$ cat src/core/drive_sel_defs.svh
// Register map, field positions and reset values for drive select logic
`ifndef DRIVE_SEL_DEFS_SVH
`define DRIVE_SEL_DEFS_SVH

`define OFS_CTRL 8'h00
`define OFS_STATUS 8'h04

`define CTRL_UNIT_LSB 0
`define CTRL_UNIT_MSB 2
`define CTRL_FAULT_CLR 8

`define ST_SELECTED 0
`define ST_SEL_READY 1
`define ST_PROTECT 2
`define ST_FAULT 3
`define ST_TOGGLE 4
`define ST_UNSAFE 5
`define ST_LOADED 6

`define UNIT_RST 3'h0
`define SYNC_W 13

`endif

$ cat src/core/drive_sel_pkg.sv
// Shared types for the drive select and status logic
package drive_sel_pkg;
  typedef logic [31:0] word_t;
  typedef logic [2:0] unit_t;
  typedef logic [3:0] sel_lines_t;
  typedef logic [3:0] sector_t;
endpackage : drive_sel_pkg

$ cat src/core/drive_select_status_logic.sv
// Drive-side select, status, protect and fault logic with an APB slave
//
// Chosen here: the APB interface to the registers and the register addresses.
`timescale 1ns/1ps
`include "drive_sel_defs.svh"

module drive_select_status_logic (
  // Clock, reset, enable
  input wire logic pclk,
  input wire logic presetn,
  input wire logic ce,
  // APB slave
  input wire logic psel,
  input wire logic penable,
  input wire logic pwrite,
  input wire logic [7:0] paddr,
  input wire logic [31:0] pwdata,
  input wire logic [3:0] pstrb,
  output logic [31:0] prdata,
  output logic pready,
  output logic pslverr,
  // Interface cable inputs (asynchronous)
  input wire logic [3:0] drive_select_in,
  input wire logic octal_select_mode,
  input wire logic write_enable_in,
  input wire logic protect_set_in,
  input wire logic read_enable_in,
  // Front panel and supply monitors (asynchronous)
  input wire logic protect_button_pressed,
  input wire logic protect_button_released,
  input wire logic [2:0] supply_abnormal,
  // Drive internal logic, same clock
  input wire logic heads_loaded,
  input wire logic fwd_req,
  input wire logic rev_req,
  input wire logic write_current,
  input wire logic read_data_in,
  input wire logic read_clock_in,
  input wire logic [3:0] sector_count_in,
  input wire logic seek_settled_in,
  input wire logic seek_timeout_in,
  // Interface cable responses
  output logic density_flag_out,
  output logic file_ready_resp,
  output logic write_check_resp,
  output logic protect_status_resp,
  output logic [3:0] sector_count_out,
  output logic seek_settled_resp,
  output logic seek_timeout_resp,
  output logic read_data_out,
  output logic read_clock_out,
  // Drive internal controls
  output logic selected_write_enable,
  output logic write_toggle_en,
  output logic strobe_delay_en,
  output logic head_deselect,
  output logic unsafe_trip,
  // Front panel lamps
  output logic on_cyl_lamp,
  output logic read_lamp,
  output logic write_lamp,
  output logic protect_lamp
);

  function automatic logic unit_match(
    input drive_sel_pkg::sel_lines_t lines,
    input logic octal,
    input drive_sel_pkg::unit_t unit
  );
    logic hit;
    hit = 1'b0;
    if (octal) begin
      hit = (lines[2:0] == unit);
    end else if (unit[2] == 1'b0) begin
      hit = lines[unit[1:0]];
    end
    return hit;
  endfunction : unit_match

  // Two-stage synchroniser for everything arriving from outside pclk
  logic [`SYNC_W-1:0] meta_ff;
  logic [`SYNC_W-1:0] sync_ff;
  logic [`SYNC_W-1:0] nxt_meta;
  logic [`SYNC_W-1:0] nxt_sync;
  logic [`SYNC_W-1:0] raw_in;

  assign raw_in = {drive_select_in, octal_select_mode, write_enable_in,
                   protect_set_in, read_enable_in, protect_button_pressed,
                   protect_button_released, supply_abnormal};

  always_comb begin
    nxt_meta = meta_ff;
    nxt_sync = sync_ff;
    if (ce) begin
      nxt_meta = raw_in;
      nxt_sync = meta_ff;
    end
  end

  always_ff @(posedge pclk or negedge presetn) begin
    if (!presetn) begin
      meta_ff <= '0;
      sync_ff <= '0;
    end else begin
      meta_ff <= nxt_meta;
      sync_ff <= nxt_sync;
    end
  end

  drive_sel_pkg::sel_lines_t sel_lines_s;
  logic octal_s, wen_s, pset_s, ren_s, btn_on_s, btn_off_s;
  logic [2:0] supply_s;

  assign {sel_lines_s, octal_s, wen_s, pset_s, ren_s, btn_on_s, btn_off_s,
          supply_s} = sync_ff;

  // Software-visible control
  drive_sel_pkg::unit_t unit_ff;
  drive_sel_pkg::unit_t nxt_unit;
  logic fault_clr;
  logic wr_acc;

  // Core latches
  logic protect_ff, fault_ff, toggle_ff;
  logic nxt_protect, nxt_fault, nxt_toggle;

  logic selected;
  logic sel_ready;
  logic sel_read;
  logic sel_write;
  logic no_motion;
  logic unsafe_set;
  logic unsafe;

  assign selected = unit_match(sel_lines_s, octal_s, unit_ff);
  assign sel_ready = selected && heads_loaded && !fault_ff;
  assign sel_read = sel_ready && ren_s;
  assign sel_write = sel_ready && wen_s;
  assign no_motion = !fwd_req && !rev_req;
  assign unsafe_set = write_current && !wen_s;
  assign unsafe = (|supply_s) || fault_ff || !heads_loaded;

  always_comb begin
    nxt_protect = protect_ff;
    nxt_fault = fault_ff;
    nxt_toggle = toggle_ff;
    if (ce) begin
      if (btn_on_s) begin
        nxt_toggle = 1'b1;
        if (!toggle_ff) begin
          nxt_protect = !protect_ff;
        end
        nxt_fault = 1'b0;
      end else if (btn_off_s) begin
        nxt_toggle = 1'b0;
        if (fault_clr) begin
          nxt_fault = 1'b0;
        end
        // Trip beats a same-cycle software clear
        if (unsafe_set) begin
          nxt_fault = 1'b1;
        end
      end else if (fault_clr) begin
        nxt_fault = 1'b0;
      end
      // Controller protect is a set, so it wins over a button toggle
      if (selected && pset_s) begin
        nxt_protect = 1'b1;
      end
    end
  end

  always_ff @(posedge pclk or negedge presetn) begin
    if (!presetn) begin
      protect_ff <= 1'b0;
      fault_ff <= 1'b0;
      toggle_ff <= 1'b0;
    end else begin
      protect_ff <= nxt_protect;
      fault_ff <= nxt_fault;
      toggle_ff <= nxt_toggle;
    end
  end

  // Registered cable responses, drive internal controls and lamps
  logic [20:0] out_ff;
  logic [20:0] nxt_out;

  always_comb begin
    nxt_out = out_ff;
    if (ce) begin
      nxt_out[0] = selected;
      nxt_out[1] = selected && heads_loaded;
      nxt_out[2] = selected && unsafe;
      nxt_out[3] = selected && protect_ff;
      nxt_out[7:4] = sel_ready ? sector_count_in : 4'h0;
      nxt_out[8] = sel_ready && seek_settled_in;
      nxt_out[9] = sel_ready && seek_timeout_in;
      nxt_out[10] = sel_read && read_data_in;
      nxt_out[11] = sel_read && read_clock_in;
      nxt_out[12] = sel_write;
      nxt_out[13] = sel_write && no_motion;
      nxt_out[14] = sel_ready;
      nxt_out[15] = unsafe;
      nxt_out[16] = unsafe_set;
      nxt_out[17] = heads_loaded && no_motion;
      nxt_out[18] = sel_read;
      nxt_out[19] = sel_write;
      nxt_out[20] = protect_ff;
    end
  end

  always_ff @(posedge pclk or negedge presetn) begin
    if (!presetn) begin
      out_ff <= '0;
    end else begin
      out_ff <= nxt_out;
    end
  end

  assign {protect_lamp, write_lamp, read_lamp, on_cyl_lamp, unsafe_trip,
          head_deselect, strobe_delay_en, write_toggle_en,
          selected_write_enable, read_clock_out, read_data_out,
          seek_timeout_resp, seek_settled_resp, sector_count_out,
          protect_status_resp, write_check_resp, file_ready_resp,
          density_flag_out} = out_ff;

  // APB slave: read data captured while the address is stable, so the
  // answer comes in the first access cycle unless ce was low at setup or in that cycle.
  logic cap_ff;
  logic nxt_cap;
  drive_sel_pkg::word_t rdata_ff;
  drive_sel_pkg::word_t nxt_rdata;
  logic mapped;

  assign mapped = (paddr == `OFS_CTRL) || (paddr == `OFS_STATUS);
  assign pready = ce && psel && penable && cap_ff;
  assign pslverr = pready && !mapped;
  assign prdata = rdata_ff;
  assign wr_acc = pready && pwrite && mapped && pstrb[0];
  assign fault_clr = wr_acc && (paddr == `OFS_CTRL) && pstrb[1]
                     && pwdata[`CTRL_FAULT_CLR];

  always_comb begin
    nxt_cap = cap_ff;
    nxt_rdata = rdata_ff;
    nxt_unit = unit_ff;
    if (ce) begin
      nxt_cap = psel && !(penable && cap_ff);
      if (psel && !pwrite) begin
        nxt_rdata = '0;
        if (paddr == `OFS_CTRL) begin
          nxt_rdata[`CTRL_UNIT_MSB:`CTRL_UNIT_LSB] = unit_ff;
        end else if (paddr == `OFS_STATUS) begin
          nxt_rdata[`ST_SELECTED] = selected;
          nxt_rdata[`ST_SEL_READY] = sel_ready;
          nxt_rdata[`ST_PROTECT] = protect_ff;
          nxt_rdata[`ST_FAULT] = fault_ff;
          nxt_rdata[`ST_TOGGLE] = toggle_ff;
          nxt_rdata[`ST_UNSAFE] = unsafe;
          nxt_rdata[`ST_LOADED] = heads_loaded;
        end
      end
      if (wr_acc && paddr == `OFS_CTRL) begin
        nxt_unit = pwdata[`CTRL_UNIT_MSB:`CTRL_UNIT_LSB];
      end
    end
  end

  always_ff @(posedge pclk or negedge presetn) begin
    if (!presetn) begin
      cap_ff <= 1'b0;
      rdata_ff <= '0;
      unit_ff <= `UNIT_RST;
    end else begin
      cap_ff <= nxt_cap;
      rdata_ff <= nxt_rdata;
      unit_ff <= nxt_unit;
    end
  end

  // Checks
  property p_on_cyl;
    @(posedge pclk) disable iff (!presetn)
    ce |=> (on_cyl_lamp == $past(heads_loaded && !fwd_req && !rev_req));
  endproperty
  a_on_cyl: assert property (p_on_cyl)
    else $error("on-cylinder lamp wrong");
  property p_resp_sel;
    @(posedge pclk) disable iff (!presetn)
    (ce && !selected) |=> !density_flag_out && !file_ready_resp
                         && !write_check_resp && !protect_status_resp;
  endproperty
  a_resp_sel: assert property (p_resp_sel)
    else $error("unselected drive answered");
  property p_gate_ready;
    @(posedge pclk) disable iff (!presetn)
    (ce && (!heads_loaded || fault_ff)) |=> sector_count_out == 4'h0
      && !seek_settled_resp && !seek_timeout_resp && !strobe_delay_en;
  endproperty
  a_gate_ready: assert property (p_gate_ready)
    else $error("response passed without select-ready");
  property p_prot_set;
    @(posedge pclk) disable iff (!presetn)
    (ce && selected && pset_s)
      |=> protect_ff ##1 (protect_lamp || !$past(ce));
  endproperty
  a_prot_set: assert property (p_prot_set)
    else $error("protect set ignored");
  property p_read;
    @(posedge pclk) disable iff (!presetn)
    (ce && !ren_s) |=> !read_lamp && !read_data_out && !read_clock_out;
  endproperty
  a_read: assert property (p_read)
    else $error("read gated without read enable");
  property p_write;
    @(posedge pclk) disable iff (!presetn)
    (ce && !wen_s) |=> !selected_write_enable && !write_toggle_en
      && !write_lamp;
  endproperty
  a_write: assert property (p_write)
    else $error("write gated without write enable");
  property p_unsafe;
    @(posedge pclk) disable iff (!presetn)
    (ce && write_current && !wen_s && btn_off_s && !btn_on_s)
      |=> fault_ff ##1 (head_deselect || !$past(ce));
  endproperty
  a_unsafe: assert property (p_unsafe)
    else $error("unsafe write did not set fault");
  property p_supply;
    @(posedge pclk) disable iff (!presetn)
    (ce && |supply_s) |=> head_deselect;
  endproperty
  a_supply: assert property (p_supply)
    else $error("heads not deselected on supply fault");
  property p_btn;
    @(posedge pclk) disable iff (!presetn)
    (ce && btn_on_s) |=> toggle_ff && !fault_ff;
  endproperty
  a_btn: assert property (p_btn)
    else $error("button press not handled");
  property p_once;
    @(posedge pclk) disable iff (!presetn)
    (ce && btn_on_s && toggle_ff && !(selected && pset_s))
      |=> $stable(protect_ff);
  endproperty
  a_once: assert property (p_once)
    else $error("protect toggled twice in one press");
endmodule : drive_select_status_logic

$ cat config.mk
export PLATFORM = sky130hd
export DESIGN_NAME = drive_select_status_logic
export DESIGN_NICKNAME = d
export VERILOG_FILES = /design/src/core/drive_sel_pkg.sv /design/src/core/drive_select_status_logic.sv
export VERILOG_INCLUDE_DIRS = /design/src /design/src/core
export SDC_FILE = /design/constraint.sdc
export NUM_CORES = 1
export LEC_CHECK = 0
export ABC_AREA = 1
export BUFFER_PORTS_ARGS = -buffer_cell sky130_fd_sc_hd__buf_2
export CAP_MARGIN = 20
export CORE_UTILIZATION = 52
export CTS_BUF_LIST = sky130_fd_sc_hd__clkbuf_8
export DETAILED_ROUTE_END_ITERATION = 6
export PLACE_DENSITY = 0.95
export REMOVE_ABC_BUFFERS = 1
export SYNTH_ARGS = -nofsm -noshare
export SYNTH_HDL_FRONTEND = slang
export SYNTH_SLANG_ARGS = --single-unit
$ cat constraint.sdc
create_clock -name pclk -period 4.2 [get_ports pclk]
set_clock_uncertainty 0.2 [all_clocks]
set_input_delay 1.26 -clock pclk [delete_from_list [all_inputs] [get_ports pclk]]
set_output_delay 1.26 -clock pclk [all_outputs]
set_load 0.01 [all_outputs]
# After elaboration in Yosys (flattened, before gate mapping)
# Index checks and enable logic that the tools add are counted.
# totals
out_inout_bits,55
inputBits,75
elab_cells,78
reg_bits,61
# classes
order_cmp,1
n_mux,17
n_eq_ne,3
n_reduce_logical,48
# ops
cell,n
$logic_and A1 B1 Y1,28
$mux W1,12
$logic_not A1 Y1,9
$eq A8 B3 Y1 const B,1
$logic_not A8 Y1,1
$mux W4,2
$mux W7,1
$reduce_and A2 Y1,3
$reduce_bool A2 Y1,2
$eq A3 B3 Y1,1
$logic_or A1 B1 Y1,3
$lt A2 B3 Y1 const B,1
$mux W3,1
$reduce_and A3 Y1,1
$reduce_or A3 Y1,1
$bmux W1 S2,1
$ne A2 B1 Y1 const B,1

# Depth between registers and ports, before layout
# logic_depth
depth_word,13
ltp_mapped,9
ltp_nobuf,8

# Worst setup path before layout
# No wires, ideal clock.
# synth_timing
path_type,input -> output
from,input ce
to,output pslverr
t_arrival_ns,1.887
path_stages,5
slack_ns,0.853
path_buffers,1
t_required_ns,2.740
cell_sequence,buf_4 nand2_2 inv_1 nand2_1 nor3_1
# synth_via
elab_chain_len,4
# synth_lines
element,line,source
start: declaration,drive_select_status_logic.sv:11,"input wire logic ce,"
$logic_and A1 B1 Y1 (3 in a row),drive_select_status_logic.sv:237,assign pready = ce && psel && penable && cap_ff;
$logic_and A1 B1 Y1,drive_select_status_logic.sv:238,assign pslverr = pready && !mapped;
end: declaration,drive_select_status_logic.sv:21,"output logic pslverr,"
# Every way passes these cells.

# Final worst setup path
# layout_timing
from,input paddr[1]
to,output pslverr
# layout_via
elab_chain_len,4
word_cells_on_any_way,5
cone_classes,1 x eq/ne; 4 x reduce/logical
# layout_lines
element,line,source
start: declaration,drive_select_status_logic.sv:16,"input wire logic [7:0] paddr,"
$eq A8 B3 Y1 (no line) / $logic_not A8 Y1 (equally long branches),--,
$logic_or A1 B1 Y1 (*),drive_select_status_logic.sv:236,assign mapped = (paddr == `OFS_CTRL) || (paddr == `OFS_STATUS);
$logic_not A1 Y1 (*),drive_select_status_logic.sv:238,
$logic_and A1 B1 Y1 (*),drive_select_status_logic.sv:238,
# Every way passes the cells marked *; elsewhere a longest branch is shown, timed or not.

==> out/qor.yml <==
clocking:
  cts_root_buf: "clkbuf_8"
  htreeDepth: 3
  postCtsSetupBuffers: 0
  numCtsBuffers: 9
  cts_resized: 0
  cts_tree: "yes"
  cts.hold.buffers_added: 0
  clkLatencyLatePin_ns: 0.33
  cts_sinks: 60
  clk_pin_slew_worst_paths_ns: 0.06
  clockBufferDepth: 2
die:
  die_w_um: 74.7
  initial_core_util_pct: 53.8
  rows: 26
  core_um2: 5110
  die_y_um: 74.7
  io_pins: 130
  fp.dieArea_um2: 5580
worst_setup_path:
  cp_cell_sequence: "buf_2 > nor3_1 > nand2_1 > nor2_2 > nor3_1 > buf_2"
  critPathMaxStageDelay_ns: 0.24
  worstSetupPathType: "input port to output port"
  startpoint_type: "input port"
  critPathSlowestCell: "nor3_1"
  arrival_ns: 2.10
  crit_path_start: "paddr[1]"
  crit_fanout: 4
  cp-end-kind: "output port"
  r2r-start: "unit_ff[0]$_DFFE_PN0P_"
  cp_data_required_time_ns: 2.74
synth:
  yosysSeqAreaShare_pct: 54.6
  synth_cell_types: 28
  netlist_instances: 324
  syn_avg_cell_area_um2: 8.49
  synth_top_cell_area_share_pct: 54.6
  synth_area_um2: 2750
  netlist_top_cells_area: "dfrtp_1, nand2_1, buf_4, o21ai_0, inv_1"
  ys_ff_latch: 60
  synth_warnings: 0
  synth_top_cell_by_area: "dfrtp_1"
hold_path:
  worstHoldPathType: "register to register"
  hold_path_startpoint: "meta_ff[12]$_DFFE_PN0P_"
drt:
  wl_per_cell_um: 12.1
  routed_wl_um: 5690
  dr.first_iter.drc_count: 153
  num_vias: 2288
  antenna_left: 0
  first_pass_iters: 4
  drc: 0
  viasPerCell: 4.85
global_route:
  grt_pass1_vias: 1972
  gr-total-overflow: 0
  grt_antenna_before_repair: 0
  grtUsageTotal_pct: 21.7
  grt_pass1_wl_um: 8730
  grt_max_degree: 47
place:
  port_buffers: 74
  dpl.cell_count: 457
  place.gp.congestion: 0.780
  place_hpwl_um: 3970
power_and_ir_drop:
  p_leak_uw: 0.00187
  swShare_pct: 26.9
  power_frac_seq_pct: 53.3
  pwr-share-comb_pct: 11.9
  power.density_nw_per_um2: 376
  power.share.clock_pct: 34.8
  p_switching_uw: 328
  cellInternalPower_uw: 892
  max-vdd-ir-drop_v: 0.000271
layout:
  nFillCells: 450
  nets: 474
  final_cell_count_no_fill: 472
  area_delta_synth_final_pct: 17.9
  layout_commonest_cell: "nand2_1"
  final_cell_mix: "nand2_1, buf_2, dfrtp_1, inv_1, conb_1"
  fin_util_pct: 63.5
  drive_above_1_share_pct: 24.6
  antenna_cells: 0
timing:
  period_share_pct: 84.7
  period_minus_slack_ns: 3.56
  hold_viol_final: 0
  slew_viol_final: 0
  tightest_slew_ns: 0.863
  rsz0062_at_grt: "no"
  maxSlewHeadroom_pct: 42.5
  tns_ns: 0
  setup_viol: 0
  max_freq_mhz: 281
outcome:
  outcome: "finished, final reports clean"
job:
  cap_violations: 0
[cell families (layout without fill, tap and decap cells)]
family | count (synthesis) | count (layout) | share of synthesized area (%)
and+or+nand+nor | 159 | 159 | 24.3
buffers and inverters | 67 | 121 | 13.3
DFF | 60 | 60 | 54.6
AOI/OAI and AO/OA | 36 | 36 | 7.32
other | 1 | 25 | 0.136
xor gates and xnor gates | 1 | 1 | 0.319
[final cells by class]
| cell class | instances | area (um2) | area share (%) |
|---|---|---|---|
| Timing Repair Buffer | 77 | 413 | 12.7 |
| Sequential cell | 60 | 1500 | 46.3 |
| Inverter | 30 | 113 | 3.47 |
| Tap cell | 70 | 87.6 | 2.70 |
| Multi-Input combinational cell | 221 | 972 | 30.0 |
| Clock buffer | 10 | 138 | 4.24 |
| Clock inverter | 4 | 18.8 | 0.579 |
[critical path, delay by kind of cell]
| family | cells | cell delay, ns |
|---|---|---|
| buffers and inverters | 2 | 0.23 |
| AND/OR/NAND/NOR | 4 | 0.60 |
[routing by layer]
| layer | vias up | part of all wire (%) | GRT usage [%] |
|---|---|---|---|
| li1 | 1111 | - | - |
| met5 | - | 0 | 0 |
| met3 | 12 | 6.5 | 6.43 |
| met1 | 1066 | 42 | 26.9 |
| met4 | 0 | 2.2 | 11.3 |
| met2 | 99 | 49 | 34.6 |
[Yosys cell counts]
cell      count
nand2_2       3
buf_4        27
o21ai_0      22
a21boi_1      1
xnor2_1       1
clkbuf_1      4
nand4_2       1
or2_2         1
buf_6         1
nand2_1     118
nor2_2        1
a22o_1        1
dfrtp_1      60
a21oi_1       5
nand4_1       9
conb_1        1
nor2_4        2
o211ai_1      2
inv_2         1
buf_2         5
o21bai_1      3
o21ai_1       1
o31ai_1       1
inv_1        28
nor2_1       14
nand3_1       8
nor3_1        2
clkinv_1      1
[power by group through the flow]
stage	Sequential (uW)	Combinational [uW]	Clock [uW]
after floorplan	656	73.8	0
after global placement	658	138	0
after detailed placement	660	143	0
after CTS	650	144	432
after global routing	655	167	458
final	650	145	424
[flip-flops by register name, indices dropped and copies added, names as in the netlist]
name / count
sync_ff: 13
meta_ff: 13
protect_ff: 1
unit_ff: 3
prdata: 7
cap_ff: 1
out_ff: 20
toggle_ff: 1
fault_ff: 1
[final timing paths]
kind                                           end  slack [ns]  cells past startpoint
min                        meta_ff[12]$_DFFE_PN0P_        0.27                      2
max reg2reg                  out_ff[1]$_DFFE_PN0P_        2.51                      7
max                                        pslverr        0.64                      6
min reg2reg                meta_ff[12]$_DFFE_PN0P_        0.27                      2
max in group asynchronous   meta_ff[3]$_DFFE_PN0P_        2.16                      2
min in group asynchronous   unit_ff[1]$_DFFE_PN0P_        0.84                      1
[stage by stage]
| stage | setup slack (ns) | total power [uW] | hold slack (ns) | cell area (um2) |
|---|---|---|---|---|
| 2_1_floorplan | 0.945 | 730 | 0.242 | 2590 |
| 3_3_place_gp | 0.676 | 796 | 0.252 | 3060 |
| 3_5_place_dp | 0.623 | 803 | 0.259 | 3060 |
| 4_1_cts | 0.626 | 1230 | 0.275 | 3220 |
| 5_1_grt | 0.543 | 1280 | 0.284 | 3240 |
| 6_report | 0.644 | 1220 | 0.270 | 3240 |
(Power assumes the default switching activity.)
